**src/inc/csl_pkg.sv**
```systemverilog
// code security lock package: sfr offsets, field positions, codes and timing
// assumes an 8-bit special-function register port from the processor core
package csl_pkg;

  // ------------------------------------------------------------------
  // sfr offsets
  // ------------------------------------------------------------------
  localparam logic [7:0] ADDR_ERASE_TRIGGER = 8'h94;
  localparam logic [7:0] ADDR_FLASH_CTL = 8'hb2;
  localparam logic [7:0] ADDR_PAGE_SEL = 8'hb7;

  // ------------------------------------------------------------------
  // field positions
  // ------------------------------------------------------------------
  localparam int BIT_EARLY_BOOT = 7;
  localparam int BIT_CODE_LOCK = 6;
  localparam int BIT_BULK_ARM = 1;
  localparam int BIT_CODE_WE = 0;
  localparam int BIT_EMU_CLK_OFF = 5;
  localparam int PAGE_SEL_LSB = 1;

  // ------------------------------------------------------------------
  // codes and reset values
  // ------------------------------------------------------------------
  localparam logic [7:0] CODE_PAGE_ERASE = 8'h55;
  localparam logic [7:0] CODE_MASS_ERASE = 8'haa;
  localparam logic [7:0] RST_CFG1 = 8'h00;
  localparam logic [6:0] RST_PAGE_SEL = 7'h00;
  localparam logic [6:0] PAGE_ZERO = 7'h00;

  // ------------------------------------------------------------------
  // timing: early-boot window in processor cycles
  // ------------------------------------------------------------------
  localparam int EARLY_BOOT_CYCLES = 32;
  localparam logic [5:0] EARLY_BOOT_LAST = 6'(EARLY_BOOT_CYCLES - 1);

  // ------------------------------------------------------------------
  // carriers
  // ------------------------------------------------------------------
  typedef struct packed {
    logic wr;
    logic rd;
    logic [7:0] addr;
    logic [7:0] wdata;
  } csl_sfr_req_t;

  typedef struct packed {
    logic req;
    logic is_read;
    logic is_write;
    logic is_page_erase;
    logic is_mass_erase;
    logic [6:0] page;
  } csl_emu_req_t;

  typedef struct packed {
    logic req;
    logic [6:0] page;
  } csl_flash_wr_t;

endpackage : csl_pkg

```
**src/hw/csl_boot_timer.sv**
```systemverilog
// early-boot cycle counter for the code security lock
// assumes reset release marks the first cycle of boot code execution
`timescale 1ns/10ps
`default_nettype none
module csl_boot_timer (
  input wire logic clk_i,
  input wire logic rst_b_i,
  output logic early_boot_o
);

  logic [5:0] cnt_q;
  logic active_q;

  // ------------------------------------------------------------------
  // counts the first cycles after reset, then stays idle until next reset
  // ------------------------------------------------------------------
  always_ff @(posedge clk_i or negedge rst_b_i) begin
    if (!rst_b_i) begin
      cnt_q <= 6'h00;
      active_q <= 1'b1;
    end else if (active_q) begin
      if (cnt_q == csl_pkg::EARLY_BOOT_LAST) begin
        active_q <= 1'b0;
      end
      cnt_q <= cnt_q + 6'h01;
    end
  end

  assign early_boot_o = active_q;

endmodule // csl_boot_timer
`default_nettype wire

```
**src/hw/csl_top.sv**
```systemverilog
// code security lock: lock bit, early-boot window, emulator gating, flash guard
// assumes a single-cycle sfr port from the core and one-cycle request pulses
`timescale 1ns/10ps
`default_nettype none

// Functional notes
// lock limits emulator to global erase only
// lock settable by early-boot code
// lock stays until mass erase then reset
// mass erase also clears engine program ram
// emulator blocked for first 32 cycles
// early-boot flag readable at 0xb2 bit 7
// emulator allowed after early boot, lock permitting
// lock bit cleared on processor reset
// lock write-one-to-set, zero ignored
// lock blocks emulator code reads
// lock refuses page zero page erase
// lock suppresses page zero writes
// programmer should reset chip after erase
// emulator clock off bit stops emulator
// unused bits read as zero
// software keeps reserved bits unchanged
// configuration bits clear at power-up
// 0x55 starts page erase of selected page
// 0xaa mass erase needs arm and port
// write enable self-clears, blocked with interrupts
module csl_top (
  input wire logic SYS_CLK_I,
  input wire logic RST_B_I,
  input wire logic SFR_WR_I,
  input wire logic SFR_RD_I,
  input wire logic [7:0] SFR_ADDR_I,
  input wire logic [7:0] SFR_WDATA_I,
  input wire logic CFG1_WR_I,
  input wire logic [7:0] CFG1_WDATA_I,
  input wire logic INT_ENABLED_I,
  input wire logic EMU_ENABLE_I,
  input wire logic EMU_REQ_I,
  input wire logic EMU_READ_I,
  input wire logic EMU_WRITE_I,
  input wire logic EMU_PAGE_ERASE_I,
  input wire logic EMU_MASS_ERASE_I,
  input wire logic [6:0] EMU_PAGE_I,
  input wire logic CPU_FLASH_WR_I,
  input wire logic [6:0] CPU_FLASH_PAGE_I,
  input wire logic FLASH_BYTE_DONE_I,
  output logic [7:0] SFR_RDATA_O,
  output logic [7:0] CFG1_RDATA_O,
  output logic CODE_LOCK_O,
  output logic EARLY_BOOT_O,
  output logic CODE_WRITE_ENABLE_O,
  output logic EMU_CLK_EN_O,
  output logic EMU_GRANT_O,
  output logic EMU_REJECT_O,
  output logic EMU_HALT_CPU_O,
  output logic FLASH_WR_O,
  output logic [6:0] FLASH_WR_PAGE_O,
  output logic PAGE_ERASE_O,
  output logic [6:0] PAGE_ERASE_ADDR_O,
  output logic MASS_ERASE_O,
  output logic ENG_RAM_CLEAR_O
);

  // ------------------------------------------------------------------
  // helpers
  // ------------------------------------------------------------------
  function automatic logic is_page_zero(input logic [6:0] page);
    is_page_zero = (page == csl_pkg::PAGE_ZERO);
  endfunction

  function automatic logic sfr_hit(input csl_pkg::csl_sfr_req_t r, input logic [7:0] a);
    sfr_hit = r.wr && (r.addr == a);
  endfunction

  // ------------------------------------------------------------------
  // declarations
  // ------------------------------------------------------------------
  csl_pkg::csl_sfr_req_t sfr;
  csl_pkg::csl_emu_req_t emu;
  csl_pkg::csl_flash_wr_t cpu_wr;
  logic early_boot;
  logic code_lock_q;
  logic bulk_arm_q;
  logic code_we_q;
  logic [6:0] page_sel_q;
  logic [7:0] cfg1_q;
  logic emu_clock_off;
  logic emu_usable;
  logic mass_ok;
  logic [7:0] rdata_d;
  logic [7:0] ctl_view;
  logic wr_ctl;
  logic wr_trig;
  logic wr_page;
  logic emu_mass;
  logic cpu_mass;
  logic emu_page_erase_ok;
  logic cpu_page_erase_ok;
  logic emu_write_ok;
  logic cpu_write_ok;
  logic emu_read_ok;

  assign sfr = '{wr: SFR_WR_I, rd: SFR_RD_I, addr: SFR_ADDR_I, wdata: SFR_WDATA_I};
  assign emu = '{req: EMU_REQ_I, is_read: EMU_READ_I, is_write: EMU_WRITE_I,
                 is_page_erase: EMU_PAGE_ERASE_I, is_mass_erase: EMU_MASS_ERASE_I,
                 page: EMU_PAGE_I};
  assign cpu_wr = '{req: CPU_FLASH_WR_I, page: CPU_FLASH_PAGE_I};

  // ------------------------------------------------------------------
  // early-boot window
  // ------------------------------------------------------------------
  csl_boot_timer u_boot_timer (
    .clk_i(SYS_CLK_I),
    .rst_b_i(RST_B_I),
    .early_boot_o(early_boot)
  );

  // ------------------------------------------------------------------
  // decode
  // ------------------------------------------------------------------
  assign wr_ctl = sfr_hit(sfr, csl_pkg::ADDR_FLASH_CTL);
  assign wr_trig = sfr_hit(sfr, csl_pkg::ADDR_ERASE_TRIGGER);
  assign wr_page = sfr_hit(sfr, csl_pkg::ADDR_PAGE_SEL);
  assign emu_clock_off = cfg1_q[csl_pkg::BIT_EMU_CLK_OFF];
  // emulator is dead during early boot or with its clock stopped
  assign emu_usable = EMU_ENABLE_I && !early_boot && !emu_clock_off;
  assign mass_ok = bulk_arm_q && emu_usable;

  // ------------------------------------------------------------------
  // lock bit: write-one-to-set, only a reset clears it
  // ------------------------------------------------------------------
  // reset is the only clear, so a mass erase leaves it set until the next reset
  always_ff @(posedge SYS_CLK_I or negedge RST_B_I) begin
    if (!RST_B_I) begin
      code_lock_q <= 1'b0;
    end else if (wr_ctl && early_boot && sfr.wdata[csl_pkg::BIT_CODE_LOCK]) begin
      code_lock_q <= 1'b1;
    end
  end

  // ------------------------------------------------------------------
  // bulk erase arm: consumed by every mass erase trigger write
  // ------------------------------------------------------------------
  always_ff @(posedge SYS_CLK_I or negedge RST_B_I) begin
    if (!RST_B_I) begin
      bulk_arm_q <= 1'b0;
    end else if (wr_ctl) begin
      bulk_arm_q <= sfr.wdata[csl_pkg::BIT_BULK_ARM];
    end else if (wr_trig && sfr.wdata == csl_pkg::CODE_MASS_ERASE) begin
      bulk_arm_q <= 1'b0;
    end else if (emu.req && emu.is_mass_erase && emu_usable) begin
      bulk_arm_q <= 1'b0;
    end
  end

  // ------------------------------------------------------------------
  // code write enable: self-clear wins over a same-cycle write
  // ------------------------------------------------------------------
  always_ff @(posedge SYS_CLK_I or negedge RST_B_I) begin
    if (!RST_B_I) begin
      code_we_q <= 1'b0;
    end else if (FLASH_BYTE_DONE_I) begin
      code_we_q <= 1'b0;
    end else if (wr_ctl && !INT_ENABLED_I) begin
      code_we_q <= sfr.wdata[csl_pkg::BIT_CODE_WE];
    end
  end

  // ------------------------------------------------------------------
  // page select and configuration
  // ------------------------------------------------------------------
  always_ff @(posedge SYS_CLK_I or negedge RST_B_I) begin
    if (!RST_B_I) begin
      page_sel_q <= csl_pkg::RST_PAGE_SEL;
    end else if (wr_page) begin
      page_sel_q <= sfr.wdata[7:csl_pkg::PAGE_SEL_LSB];
    end
  end

  always_ff @(posedge SYS_CLK_I or negedge RST_B_I) begin
    if (!RST_B_I) begin
      cfg1_q <= csl_pkg::RST_CFG1;
    end else if (CFG1_WR_I) begin
      cfg1_q <= CFG1_WDATA_I;
    end
  end

  // ------------------------------------------------------------------
  // erase and write qualification
  // ------------------------------------------------------------------
  assign cpu_mass = wr_trig && (sfr.wdata == csl_pkg::CODE_MASS_ERASE) && mass_ok;
  assign emu_mass = emu.req && emu.is_mass_erase && mass_ok;
  // page zero only goes away by mass erase while locked
  assign cpu_page_erase_ok = wr_trig && (sfr.wdata == csl_pkg::CODE_PAGE_ERASE)
                             && !(code_lock_q && is_page_zero(page_sel_q));
  // emulator page erase is refused whenever locked, which covers page zero as well
  assign emu_page_erase_ok = emu.req && emu.is_page_erase && emu_usable && !code_lock_q;
  assign cpu_write_ok = cpu_wr.req && code_we_q
                        && !(code_lock_q && is_page_zero(cpu_wr.page));
  assign emu_write_ok = emu.req && emu.is_write && emu_usable && !code_lock_q;
  assign emu_read_ok = emu.req && emu.is_read && emu_usable && !code_lock_q;

  // ------------------------------------------------------------------
  // flash command outputs, registered
  // ------------------------------------------------------------------
  always_ff @(posedge SYS_CLK_I or negedge RST_B_I) begin
    if (!RST_B_I) begin
      MASS_ERASE_O <= 1'b0;
      ENG_RAM_CLEAR_O <= 1'b0;
    end else begin
      MASS_ERASE_O <= cpu_mass || emu_mass;
      ENG_RAM_CLEAR_O <= cpu_mass || emu_mass;
    end
  end

  always_ff @(posedge SYS_CLK_I or negedge RST_B_I) begin
    if (!RST_B_I) begin
      PAGE_ERASE_O <= 1'b0;
      PAGE_ERASE_ADDR_O <= csl_pkg::RST_PAGE_SEL;
    end else begin
      PAGE_ERASE_O <= cpu_page_erase_ok || emu_page_erase_ok;
      PAGE_ERASE_ADDR_O <= page_sel_q;
    end
  end

  always_ff @(posedge SYS_CLK_I or negedge RST_B_I) begin
    if (!RST_B_I) begin
      FLASH_WR_O <= 1'b0;
      FLASH_WR_PAGE_O <= csl_pkg::PAGE_ZERO;
    end else begin
      FLASH_WR_O <= cpu_write_ok || emu_write_ok;
      FLASH_WR_PAGE_O <= emu_write_ok ? emu.page : cpu_wr.page;
    end
  end

  // ------------------------------------------------------------------
  // emulator answers, registered
  // ------------------------------------------------------------------
  always_ff @(posedge SYS_CLK_I or negedge RST_B_I) begin
    if (!RST_B_I) begin
      EMU_GRANT_O <= 1'b0;
      EMU_REJECT_O <= 1'b0;
    end else begin
      EMU_GRANT_O <= emu_read_ok || emu_write_ok || emu_page_erase_ok || emu_mass;
      EMU_REJECT_O <= emu.req && !(emu_read_ok || emu_write_ok
                      || emu_page_erase_ok || emu_mass);
    end
  end

  always_ff @(posedge SYS_CLK_I or negedge RST_B_I) begin
    if (!RST_B_I) begin
      EMU_CLK_EN_O <= 1'b0;
      EMU_HALT_CPU_O <= 1'b0;
    end else begin
      EMU_CLK_EN_O <= !emu_clock_off;
      EMU_HALT_CPU_O <= emu_usable && !code_lock_q;
    end
  end

  // ------------------------------------------------------------------
  // status mirrors
  // ------------------------------------------------------------------
  always_ff @(posedge SYS_CLK_I or negedge RST_B_I) begin
    if (!RST_B_I) begin
      CODE_LOCK_O <= 1'b0;
      EARLY_BOOT_O <= 1'b1;
      CODE_WRITE_ENABLE_O <= 1'b0;
    end else begin
      CODE_LOCK_O <= code_lock_q;
      EARLY_BOOT_O <= early_boot;
      CODE_WRITE_ENABLE_O <= code_we_q;
    end
  end

  // ------------------------------------------------------------------
  // sfr read path: write-only registers and unused bits read zero
  // ------------------------------------------------------------------
  always_comb begin
    ctl_view = 8'h00;
    ctl_view[csl_pkg::BIT_EARLY_BOOT] = early_boot;
    ctl_view[csl_pkg::BIT_CODE_LOCK] = code_lock_q;
    ctl_view[csl_pkg::BIT_CODE_WE] = code_we_q;
    rdata_d = 8'h00;
    if (sfr.rd && sfr.addr == csl_pkg::ADDR_FLASH_CTL) begin
      rdata_d = ctl_view;
    end
  end

  always_ff @(posedge SYS_CLK_I or negedge RST_B_I) begin
    if (!RST_B_I) begin
      SFR_RDATA_O <= 8'h00;
      CFG1_RDATA_O <= csl_pkg::RST_CFG1;
    end else begin
      SFR_RDATA_O <= rdata_d;
      CFG1_RDATA_O <= cfg1_q; // reserved bits stored as written
    end
  end

endmodule // csl_top
`default_nettype wire

```
**config.mk**
```make
export PLATFORM = sky130hd
export DESIGN_NAME = csl_top
export DESIGN_NICKNAME = d
export VERILOG_FILES = /design/src/inc/csl_pkg.sv /design/src/hw/csl_boot_timer.sv /design/src/hw/csl_top.sv
export SDC_FILE = /design/constraint.sdc
export NUM_CORES = 1
export LEC_CHECK = 0
export BUFFER_PORTS_ARGS = -buffer_cell sky130_fd_sc_hd__clkbuf_2
export CORE_ASPECT_RATIO = 1.25
export CORE_MARGIN = 2
export CORE_UTILIZATION = 30
export DETAILED_ROUTE_END_ITERATION = 16
export GPL_ROUTABILITY_DRIVEN = 0
export PLACE_DENSITY = 0.53
export SETUP_SLACK_MARGIN = 0.3
export SYNTH_ARGS = -nofsm -noshare
export SYNTH_HDL_FRONTEND = slang
export SYNTH_SLANG_ARGS = --single-unit
```
**constraint.sdc**
```tcl
create_clock -name SYS_CLK_I -period 2.6 [get_ports SYS_CLK_I]
set_input_delay 0.13 -clock SYS_CLK_I [delete_from_list [all_inputs] [get_ports SYS_CLK_I]]
set_output_delay 0.13 -clock SYS_CLK_I [all_outputs]
set_load 0.02 [all_outputs]
```
==> out/summary.log <==
[outcome] run status finished clean
[worst_setup_path] flop-to-flop setup slack 0.81 ns
[clock_network] number of buffers added for setup after CTS 0
[placement] area after detailed placement 0.002774 mm²
[sta] final setup TNS 0 ns
[pwr] Comb power frac 0.094
[sta] clock tree skew after final layout 0.004728 ns
[layout] proportion of layout cells with a drive suffix above 1 0.5391
[clock_network] CTS tree built
[clock_network] CTS Buffer Depth 2
[synthesis] top_reg_cell synth sky130_fd_sc_hd__dfrtp_1
[placement] quantity of I/O buffers inserted on ports 87
[pwr] leakage 0.001555 µW
[routing] remaining antenna violation count after routing 0
[worst_setup_path] kind of capture point of the worst setup path flop
[clock_network] CTS root buf sky130_fd_sc_hd__clkbuf_8
[grt] first-pass GRT wire length 7514 µm
[layout] leading cell type in the layout, fill and taps excluded sky130_fd_sc_hd__clkbuf_2
[routing] via total after detailed routing 1,538
[layout] commonest cells after routing, fill and taps aside 87 x sky130_fd_sc_hd__clkbuf_2, 58 x sky130_fd_sc_hd__dfrtp_1, 22 x sky130_fd_sc_hd__mux2_2
[sta] Max Clock Freq 0.5598 GHz
[sta] number of endpoints with negative hold slack in the final report 0
[floorplanning] Initial Util 0.3081
[pwr] net switching power 473.4 µW
[clock_network] clock sink total 60
[sta] worst setup slack after layout 0.8135 ns
[floorplanning] number of core rows 35
[grt] total global routing track utilization 0.1264
[layout] area growth from synthesis to final layout 33.59%
[min_path] type of the tightest min-delay check in -> reg
[sta] worst slew margin relative to its limit 0.5693
[placement] post-placement setup slack 0.8175 ns
[layout] number of nets in the final layout 304
[routing] wire length reported by the detailed router 4813 µm
[worst_setup_path] worst setup path category reg -> reg
[grt] maximum number of pins on one net before global-route repair 28
[sta] final critical-path required period 1.787 ns
[worst_setup_path] cell-by-cell trace of the critical path and4bb_2 -> and2b_1 -> nand2_2 -> mux2_2
[grt] GRT overflow 0
[grt] number of global-route vias before repair 1,589
[synthesis] total of flip-flops plus latches after synthesis 60
[layout] ANT cells 0
[routing] number of remaining DRC errors 0
[pwr] overall power consumption 2098 µW
[routing] wire per inst 13.83 µm
[worst_setup_path] slowest cell delay on critical path 0.65 ns
[worst_setup_path] data arrival time of the worst path 2.01 ns
[pwr] cell internal pwr 1624 µW
[layout] layout filler cell count 717
[routing] number of vias per cell 4.420
[placement] Detail Placement HPWL 3729 µm
[synthesis] Post-synth ARST share 1.000
[sta] measured slew at the worst slew-check pin 0.6461 ns
[clock_network] cts bufs inserted 9
[pwr] share of total power in the clock network 0.429
[sta] Final Slew Violations 0
[pwr] Switching Share 0.2257
[synthesis] sequential element share of the synthesized area 0.6674
[pwr] share of power burned in registers 0.477
[pwr] maximum resistive drop on vdd 0.2961 mV
[synthesis] yosys warns 0
[routing] DRT Pass-1 Iters 4
[synthesis] number of synthesized flops with an enable pin 0
[worst_setup_path] biggest fanout along the worst timing path 12
[clock_network] H-tree depth reported by CTS 3
[worst_setup_path] required time of the worst setup path 2.82 ns
[floorplanning] Die Area 0.008225 mm²
[floorplanning] Placeable Area 0.007313 mm²
[synthesis] number of instances in the synthesized netlist 153
[synthesis] number of distinct library cells after synthesis 39
[layout] final instance area 0.003010 mm²
[floorplanning] count of boundary I/O pins 93
[synthesis] Syn Area/Cell 14.73 µm²
[sta] WHS 0.01974 ns
[floorplanning] width of the chip 81.52 µm
[run] max-cap violation count 0
[synthesis] netlist area before placement 0.002253 mm²
[routing] starting DRC count in detailed routing 35
[sta] Setup-failing EPs final 0
[grt] antenna violations before repair 0
[sta] unrepaired setup endpoints after global routing false
[floorplanning] vertical extent of the die 100.9 µm
[sta] portion of the clock cycle consumed by the worst path in the final layout 0.6871
[clock_network] worst skew pair latency 0.34 ns
[pwr] total power divided by cell area 696.8 mW/mm²
[worst_setup_path] Crit-path slowest cell sky130_fd_sc_hd__dfstp_2
[worst_setup_path] Critical Path Start Type flop
[clock_network] clock-pin slew reported for the worst setup and hold paths after clock tree synthesis 0.07 ns
-- state kept, by name, summed over array words and instances (netlist names), 3 cells and up --
register / count
SFR_RDATA_O: 3
page_sel_q: 7
CFG1_RDATA_O: 8
u_boot_timer.cnt_q: 6
PAGE_ERASE_ADDR_O: 7
cfg1_q: 8
FLASH_WR_PAGE_O: 7
-- cell families after synthesis --
| family | share of synthesized area |
|---|---|
| xor+xnor | 0.01944 |
| simple gates | 0.1277 |
| fa+ha+maj | 0.005552 |
| flops | 0.6674 |
| other cells | 0.001664 |
| mux | 0.1144 |
| buf+inv | 0.02998 |
| compound gates | 0.03387 |
-- through the flow --
stage,util,instances
CTS,0.4116,348
global route,0.4116,348
global placement,0.3793,330
detailed placement,0.3793,330
floorplan,-,157
finish,0.4116,348
-- routing by layer --
layer / wire length (µm) / track usage / vias up
met4: 126 / 0.07823 / 0
met1: 2013 / 0.1486 / 728
met2: 2239 / 0.1961 / 69
met3: 433 / 0.04301 / 9
met5: 0 / 0 / -
li1: - / - / 732
-- final cells by class --
cell class	instances	area [µm²]	area share
clock buffers	11	141.4	0.04697
clock inverters	5	75.07	0.02494
inverters	2	7.507	0.002494
multi-input cells	87	696.9	0.2315
flip-flops and latches	60	1504	0.4996
well taps	92	115.1	0.03824
repair buffers	91	470.5	0.1563
-- synth_stat cells, drive strengths merged (2+ instances only) --
library cell / instances / area, µm²
dfrtp: 58 / 1451
mux2: 22 / 247.7
nand2: 11 / 43.80
buf: 7 / 56.30
and4bb: 4 / 50.05
nand3: 4 / 25.02
nor2: 4 / 22.52
nor3: 4 / 20.02
and3: 3 / 18.77
nand4: 3 / 18.77
xnor2: 3 / 26.28
and2: 2 / 15.02
dfstp: 2 / 52.55
inv: 2 / 7.510
nor4: 2 / 12.51
nor4b: 2 / 17.52
o21ai: 2 / 10.01
xor2: 2 / 17.52
-- power by group through the flow --
stage                     logic, µW  clock network, µW  registers [µW]
after global routing            219                976            1010
final                           198                900            1000
after CTS                       202                928            1000
after global placement          198                  0            1020
after floorplan                57.2                  0            1050
after detailed placement        199                  0            1020
-- worst paths after layout --
| path | startpoint | endpoint | depth (start not counted) |
|---|---|---|---|
| worst max-delay path | u_boot_timer.early_boot_o$_DFF_PN1_ | FLASH_WR_PAGE_O[6]$_DFF_PN0_ | 4 |
| worst min-delay path | EMU_PAGE_I[2] | FLASH_WR_PAGE_O[2]$_DFF_PN0_ | 2 |
| worst max register to register | u_boot_timer.early_boot_o$_DFF_PN1_ | FLASH_WR_PAGE_O[6]$_DFF_PN0_ | 4 |
| worst min register to register | cfg1_q[1]$_DFFE_PN0P_ | CFG1_RDATA_O[1]$_DFF_PN0_ | 0 |
| max in group asynchronous | RST_B_I | EARLY_BOOT_O$_DFF_PN1_ | 3 |
| min in group asynchronous | RST_B_I | PAGE_ERASE_O$_DFF_PN0_ | 2 |
-- what timing repair did --
item | in CTS | in global routing
gates resized for setup | 0 | 0
endpoints found under the hold margin | 25 | 0
hold buffers | 2 | 0
-- critical path, delay by kind of cell (launching register included) --
family / cells / cell delay (ns)
DFF: 1 / 0.65
muxes: 1 / 0.36
and+or+nand+nor: 3 / 0.65
Power figures use the tool's default switching activity.
